$ cat src/verilog/dac_loader_pkg.sv
// constants, types and register map of the serial converter loader
// Notes on behaviour
// - each frame is exactly eighteen bits
// - address 0 selects channel 0, 15 selects 15
// - mode 00 loads payload and starts conversion
// - busy low during conversion, input ignored
// - conversion lasts typically 25 microseconds
// - mode 01 adds, 10 subtracts quarter steps
// - step size up to 4095 quarter steps
// - step takes about 1 us, busy high
// - mode 11 changes nothing
// - frame select fall clears bit counter
// - data accepted only while frame select low
// - standalone: transfer after 18th falling edge
// - early frame select rise aborts transfer
// - chained: shift on every clock while low
// - chained: excess bits leave on rising edge
// - chained: frame select rise transfers frame
// - channel codes are offset binary 0..4095
// - power-on sets channels to reset value
// - reset pulse restores power-on condition
package dac_loader_pkg;

  localparam int CLK_PERIOD_NS = 40;

  // frame layout
  localparam int FRAME_LEN   = 18;
  localparam int MODE_MSB    = 17;
  localparam int MODE_LSB    = 16;
  localparam int ADDR_MSB    = 15;
  localparam int ADDR_LSB    = 12;
  localparam int PAYLOAD_W   = 12;
  localparam int CH_ADDR_W   = 4;
  localparam int NUM_CH      = 16;
  localparam int FRAC_W      = 2;
  localparam int VAL_W       = PAYLOAD_W + FRAC_W;
  localparam int BIT_CNT_W   = 5;

  // timing figures in nanoseconds
  localparam int CONV_TIME_NS = 25000;
  localparam int STEP_TIME_NS = 1000;

  // channel reset code: midscale, fraction zero
  localparam logic [PAYLOAD_W-1:0] RESET_CODE = 12'h800;

  // register map (byte addresses)
  localparam int ADDR_W = 8;
  localparam logic [ADDR_W-1:0] REG_CTRL   = 8'h00;
  localparam logic [ADDR_W-1:0] REG_STATUS = 8'h04;
  localparam logic [ADDR_W-1:0] REG_LAST   = 8'h08;
  localparam logic [ADDR_W-1:0] REG_CHAN0  = 8'h40;
  localparam int CHAN_IDX_LSB = 2;

  // field positions
  localparam int CTRL_CHAIN_BIT  = 0;
  localparam int STAT_BUSY_BIT   = 0;
  localparam int STAT_STEP_BIT   = 1;
  localparam int STAT_ARMED_BIT  = 2;
  localparam int STAT_CNT_LSB    = 8;

  typedef enum logic [1:0] {
    MODE_LOAD = 2'h0,
    MODE_INC  = 2'h1,
    MODE_DEC  = 2'h2,
    MODE_NOP  = 2'h3
  } mode_t;

  typedef enum logic {
    ST_IDLE = 1'h0,
    ST_CONV = 1'h1
  } st_t;

  // typical figure rounded up to whole cycles, never below one
  function automatic int ns_to_cycles(input int ns);
    int c;
    c = (ns + CLK_PERIOD_NS - 1) / CLK_PERIOD_NS;
    return (c < 1) ? 1 : c;
  endfunction

endpackage

$ cat src/verilog/dac_loader.sv
// serial command loader for sixteen channel registers, apb status access
`timescale 1ns/100ps
module dac_loader
  import dac_loader_pkg::*;
#(
  parameter int CONV_NS = CONV_TIME_NS,
  parameter int STEP_NS = STEP_TIME_NS
) (
  // clock and reset
  input  wire logic                      pclk,
  input  wire logic                      presetn,
  // apb slave
  input  wire logic                      psel,
  input  wire logic                      penable,
  input  wire logic                      pwrite,
  input  wire logic [ADDR_W-1:0]         paddr,
  input  wire logic [31:0]               pwdata,
  output      logic [31:0]               prdata,
  output      logic                      pready,
  output      logic                      pslverr,
  // serial link
  input  wire logic                      frame_select_n,
  input  wire logic                      shift_clk,
  input  wire logic                      serial_in,
  output      logic                      serial_out,
  output      logic                      busy_n,
  // channel codes, channel i at bits i*VAL_W
  output      logic [NUM_CH*VAL_W-1:0]   chan_value
);

  localparam int CONV_CYC = ns_to_cycles(CONV_NS);
  localparam int STEP_CYC = ns_to_cycles(STEP_NS);
  localparam int CONV_W   = $clog2(CONV_CYC + 1);
  localparam int STEP_W   = $clog2(STEP_CYC + 1);
  localparam int PAD_W    = VAL_W + 1 - PAYLOAD_W;

  typedef struct packed {
    st_t                              st;
    logic [CONV_W-1:0]                conv_cnt;
    logic [STEP_W-1:0]                step_cnt;
    logic                             fs_q;
    logic                             sck_q;
    logic                             armed;
    logic [BIT_CNT_W-1:0]             bit_cnt;
    logic [FRAME_LEN-1:0]             shreg;
    logic                             sout;
    logic                             chain_en;
    logic [FRAME_LEN-1:0]             last_frame;
    logic [NUM_CH-1:0][VAL_W-1:0]     chan;
    logic [31:0]                      rdata;
    logic                             slverr;
  } state_t;

  state_t r;
  state_t n;

  logic                   fs_fall;
  logic                   fs_rise;
  logic                   sck_fall;
  logic                   sck_rise;
  logic                   commit;
  logic [FRAME_LEN-1:0]   cf;
  mode_t                  cf_mode;
  logic [CH_ADDR_W-1:0]   cf_addr;
  logic [PAYLOAD_W-1:0]   cf_payload;
  logic [31:0]            rd_val;
  logic                   rd_err;
  logic                   chan_hit;
  logic [CH_ADDR_W-1:0]   chan_idx;

  // saturating add or subtract of quarter-lsb steps
  function automatic logic [VAL_W-1:0] step_val(
    input logic [VAL_W-1:0]     v,
    input logic [PAYLOAD_W-1:0] d,
    input logic                 up
  );
    logic [VAL_W:0] s;
    s = {1'h0, v};
    if (up) begin
      s = {1'h0, v} + {{PAD_W{1'h0}}, d};
      if (s[VAL_W]) begin
        s = {1'h0, {VAL_W{1'h1}}};
      end
    end else begin
      s = {1'h0, v} - {{PAD_W{1'h0}}, d};
      if (s[VAL_W]) begin
        s = '0;
      end
    end
    return s[VAL_W-1:0];
  endfunction

  // inputs are synchronous to pclk, edges found against last sample
  assign fs_fall  = r.fs_q & ~frame_select_n;
  assign fs_rise  = ~r.fs_q & frame_select_n;
  assign sck_fall = r.sck_q & ~shift_clk;
  assign sck_rise = ~r.sck_q & shift_clk;

  // frame fields, mode first then address then payload
  assign cf_mode    = mode_t'(cf[MODE_MSB:MODE_LSB]);
  assign cf_addr    = cf[ADDR_MSB:ADDR_LSB];
  assign cf_payload = cf[PAYLOAD_W-1:0];

  // apb read decode
  assign chan_hit = (paddr >= REG_CHAN0) &&
                    (paddr < ADDR_W'(REG_CHAN0 + NUM_CH * 4)) &&
                    (paddr[CHAN_IDX_LSB-1:0] == '0);
  assign chan_idx = paddr[CHAN_IDX_LSB +: CH_ADDR_W];

  always_comb begin
    rd_val = '0;
    rd_err = 1'h0;
    if (paddr == REG_CTRL) begin
      rd_val[CTRL_CHAIN_BIT] = r.chain_en;
    end else if (paddr == REG_STATUS) begin
      rd_val[STAT_BUSY_BIT]  = (r.st == ST_CONV);
      rd_val[STAT_STEP_BIT]  = (r.step_cnt != '0);
      rd_val[STAT_ARMED_BIT] = r.armed;
      rd_val[STAT_CNT_LSB +: BIT_CNT_W] = r.bit_cnt;
    end else if (paddr == REG_LAST) begin
      rd_val[FRAME_LEN-1:0] = r.last_frame;
    end else if (chan_hit) begin
      rd_val[VAL_W-1:0] = r.chan[chan_idx];
    end else begin
      rd_err = 1'h1;
    end
  end

  // transfer decision kept apart so field decode feeds the state update
  always_comb begin
    commit = 1'h0;
    cf     = r.shreg;
    if (r.st == ST_IDLE && r.armed && !fs_fall) begin
      if (fs_rise) begin
        // chained: a full frame must have been counted
        commit = r.chain_en &&
                 (r.bit_cnt == BIT_CNT_W'(FRAME_LEN));
      end else if (!frame_select_n && sck_fall && !r.chain_en &&
                   r.bit_cnt == BIT_CNT_W'(FRAME_LEN - 1)) begin
        commit = 1'h1;
        cf     = {r.shreg[FRAME_LEN-2:0], serial_in};
      end
    end
  end

  always_comb begin
    n        = r;
    n.fs_q   = frame_select_n;
    n.sck_q  = shift_clk;

    // read data captured in setup so the access phase needs no wait
    if (psel && !penable) begin
      n.rdata  = rd_val;
      n.slverr = rd_err;
    end
    if (psel && penable && pwrite && paddr == REG_CTRL) begin
      n.chain_en = pwdata[CTRL_CHAIN_BIT];
    end

    if (r.step_cnt != '0) begin
      n.step_cnt = r.step_cnt - STEP_W'(1);
    end

    case (r.st)
      ST_IDLE: begin
        if (sck_rise) begin
          n.sout = r.shreg[FRAME_LEN-1];
        end
        if (fs_fall) begin
          n.armed   = 1'h1;
          n.bit_cnt = '0;
        end else if (r.armed) begin
          if (fs_rise) begin
            n.armed = 1'h0;
          end else if (!frame_select_n && sck_fall) begin
            n.shreg = {r.shreg[FRAME_LEN-2:0], serial_in};
            if (r.bit_cnt != BIT_CNT_W'(FRAME_LEN)) begin
              n.bit_cnt = r.bit_cnt + BIT_CNT_W'(1);
            end
            // standalone stops at the 18th edge; chained keeps going
            if (commit) begin
              n.armed = 1'h0;
            end
          end
        end

        if (commit) begin
          n.last_frame = cf;
          case (cf_mode)
            MODE_LOAD: begin
              n.chan[cf_addr] = {cf_payload, {FRAC_W{1'h0}}};
              n.st       = ST_CONV;
              n.conv_cnt = CONV_W'(CONV_CYC - 1);
              n.armed    = 1'h0;
            end
            MODE_INC: begin
              n.chan[cf_addr] = step_val(r.chan[cf_addr], cf_payload,
                                         1'h1);
              n.step_cnt = STEP_W'(STEP_CYC);
            end
            MODE_DEC: begin
              n.chan[cf_addr] = step_val(r.chan[cf_addr], cf_payload,
                                         1'h0);
              n.step_cnt = STEP_W'(STEP_CYC);
            end
            default: begin
            end
          endcase
        end
      end
      ST_CONV: begin
        // every shift clock and frame edge is dropped while busy
        n.armed = 1'h0;
        if (r.conv_cnt == '0) begin
          n.st = ST_IDLE;
        end else begin
          n.conv_cnt = r.conv_cnt - CONV_W'(1);
        end
      end
      default: begin
        n.st = ST_IDLE;
      end
    endcase
  end

  always_ff @(posedge pclk or negedge presetn) begin
    if (!presetn) begin
      r         <= '0;
      r.st      <= ST_IDLE;
      r.fs_q    <= 1'h1;
      r.chan    <= {NUM_CH{RESET_CODE, {FRAC_W{1'h0}}}};
    end else begin
      r <= n;
    end
  end

  assign prdata     = r.rdata;
  assign pslverr    = r.slverr;
  assign pready     = 1'h1;
  assign serial_out = r.sout;
  assign busy_n     = (r.st != ST_CONV);
  assign chan_value = r.chan;

  // busy-low length counter, read only by the checks below
  logic [CONV_W:0] low_len;
  always_ff @(posedge pclk or negedge presetn) begin
    if (!presetn) begin
      low_len <= '0;
    end else if (!busy_n) begin
      low_len <= low_len + (CONV_W + 1)'(1);
    end else begin
      low_len <= '0;
    end
  end
endmodule

$ cat config.mk
export PLATFORM = sky130hd
export DESIGN_NAME = dac_loader
export DESIGN_NICKNAME = d
export VERILOG_FILES = /design/src/verilog/dac_loader_pkg.sv /design/src/verilog/dac_loader.sv
export SDC_FILE = /design/constraint.sdc
export NUM_CORES = 1
export LEC_CHECK = 0
export ABC_CLOCK_PERIOD_IN_PS = 6700
export BUFFER_PORTS_ARGS = -buffer_cell sky130_fd_sc_hd__buf_2
export CAP_MARGIN = 5
export CORE_MARGIN = 4
export CORE_UTILIZATION = 30
export CTS_BUF_LIST = sky130_fd_sc_hd__clkbuf_16
export DETAILED_ROUTE_END_ITERATION = 10
export GPL_TIMING_DRIVEN = 0
export PLACE_DENSITY = 0.49
export SYNTH_ARGS = -nofsm -noshare
export SYNTH_HDL_FRONTEND = slang
export SYNTH_SLANG_ARGS = --single-unit
$ cat constraint.sdc
create_clock -name pclk -period 6.7 [get_ports pclk]
set_input_delay 1.005 -clock pclk [delete_from_list [all_inputs] [get_ports pclk]]
set_output_delay 1.005 -clock pclk [all_outputs]
set_load 0.05 [all_outputs]
==> out/results.tsv <==
metric	value	unit
status	complete, but fails checks	
violations	capacitance limit, slew limit	
viasPerCell	6.315	
cts_buffer_depth	3	
tns	0	ns
cp_max_fo	10	
placedInstanceArea	26310	um2
drv_cap	2	
clk_pin_slew_worst_paths	0.06	ns
cts_sinks	305	
num_vias	26070	
reg2regPathDepth	24	
dieArea	82700	um2
top_layer	met5	
drt_wl_total	154.7	mm
multiInputGateArea	13250	um2
power_density	149.2	nW/um2
first_global_vias	24290	
globalplace.congestion	1.084	
r2r_setup_slack	0.03	ns
syn_inst	2716	
root_buffer	clkbuf_16	
netlist_area	23450	um2
initial_utilization	30.27	%
holdCritPathClass	input pin to asynchronous set/reset pin	
gr-total-overflow	0	
grt_antenna_before_repair	9	
numPortBuffers	258	
rows	102	
setup_viol	0	
fin_crit_sh	99.58	%
hold_viol	0	
clkLatencyLatePin	0.59	ns
ys.flop_type	dfrtp_1	
yosysWarnings	0	
ys_top_cells_by_count	o21ai_0, dfrtp_1, buf_4	
synth_enable_flop_cells	0	
max_freq	149.9	MHz
grt_usage	36.30	%
synth_top_cell_by_area	dfrtp_1	
required	7.23	ns
dr_wl_met2	63.70	mm
synth_seq_cells	305	
drive_gt1_share	29.61	%
grt_pass1_wl	208.7	mm
yosysMostFrequentCell	o21ai_0	
tritoncts	yes	
cp.arrival	7.20	ns
drt-met1-wl	59.17	mm
yosysUniqueCellTypes	94	
drc	0	
skew	0.02351	ns
fin_area	28320	um2
core_area	77470	um2
met3_length	18.68	mm
io_pins	308	
die_h	287.6	um
final_util	36.56	%
tightest_slew	1.618	ns
die_x	287.6	um
grt_max_degree	108	
routedWlPerCell	37.47	um
drtIter0Drc	3952	
async_reset_ff_share	100.0	%
detail-route-antenna-nets	0	
synth_area_leaders	dfrtp_1, mux4_2, o21ai_0	
hpwl	114.5	mm
area_growth	20.77	%
seqCellArea	7655	um2
start_kind	flop	
fin_crit	6.672	ns
nets	3135	
leakagePower	12.63	nW
fin_cells	4129	
slew_violations	11	
relSlewSlack	-7.842	%
yosys.area.top_type_share	30.73	%
dp.cells	4039	
critPathKind	flop to flop	
yosysSeqAreaShare	32.64	%
num-fill-cells	8209	
cp-end-kind	flop	
peakVddDrop	0.0001432	V
synth_area_per_cell	8.634	um2
h-tree-depth	2	
timing.rr.start	r[295]	
firstDrtPassIters	7	
cts_made_buffers	40	
cts-hold-fix-buffers	0	
critical path, cell delays in order, from the launching register on:
cell	delay [ns]
dfrtp_1	0.52
ha_1	0.21
or3b_2	0.49
nor4_4	0.25
buf_4	0.18
buf_6	0.17
clkbuf_4	0.26
nor2_1	0.11
nor2_4	0.15
buf_12	0.15
clkbuf_8	0.23
o22ai_1	0.11
o21ai_1	0.38
and4_2	0.40
ha_1	0.28
clkbuf_1	0.23
a21oi_1	0.34
nor2_1	0.08
a211oi_1	0.39
o21ba_2	0.18
o21a_1	0.13
mux2i_1	0.45
a221o_2	0.39
buf_2	0.30
o22a_1	0.19
logic make-up after synthesis:
| family | after synthesis | synth area share, % |
|---|---|---|
| compound gates | 1021 | 26.75 |
| simple gates | 646 | 12.21 |
| buf+inv | 521 | 12.85 |
| flops | 305 | 32.64 |
| mux | 163 | 12.70 |
| fa+ha+maj | 35 | 1.921 |
| xor+xnor | 23 | 0.8911 |
| other cells | 2 | 0.03203 |
repair_timing:
action / in CTS / in global routing
pin swaps: 10 / 5
setup endpoints to repair: 228 / 190
buffers inserted: 10 / 9
resized for setup: 123 / 49
cloned: 0 / 1
stage by stage:
step                power (mW)  setup WS (ns)  hold WS, ns
finish                   4.226        0.02802       0.4690
global route             4.321       -0.04722       0.5058
CTS                      4.238       -0.06109       0.4855
detailed placement       2.041         -4.129       0.4686
global placement         2.034         -4.176       0.4639
floorplan                1.950         0.1359       0.4463
layout make-up:
type / instances / area share, %
multi-input combinational: 1904 / 46.80
sequential: 305 / 27.03
buffer: 464 / 10.38
timing repair buffer: 291 / 5.991
tap: 1040 / 4.595
clock buffer: 41 / 3.623
clock inverter: 31 / 0.9057
inverter: 47 / 0.6230
antenna: 6 / 0.05302
report_power, final:
part	internal (mW)	switching [mW]	total [mW]
combinational	0.0383	0.125	0.164
sequential	1.84	0.00103	1.85
clock	1.27	0.952	2.22
total	3.15	1.08	4.23
layout by cell type, fill, tap and decap left out, types with 29 or more instances in the layout:
master and count:
a21oi_1 180, a22oi_1 29, a31oi_1 91, buf_2 277
buf_4 282, clkbuf_1 137, clkbuf_16 41, dfrtp_1 287
ha_1 30, inv_1 48, mux2i_1 32, mux4_2 91
nand2_1 247, nand3_1 29, nor2_1 222, o21ai_0 381
o22ai_1 89
how the worst max path moves through the flow:
stage                        start  endpoint  slack, ns  cells past startpoint
detailed placement  frame_select_n      flop      -4.13                     28
floorplan           frame_select_n      flop       0.14                     27
CTS                 frame_select_n      flop      -0.06                     27
global route        frame_select_n      flop      -0.05                     29
global placement    frame_select_n      flop      -4.18                     28
finish                      r[295]      flop       0.03                     24
metal layers:
metal	global-route usage (%)	vias to the layer above
met1	46.82	12960
met4	23.33	10
li1	-	10500
met3	11.02	524
met5	0	-
met2	52.65	2080
No activity file was read; power rests on OpenSTA's default activity.
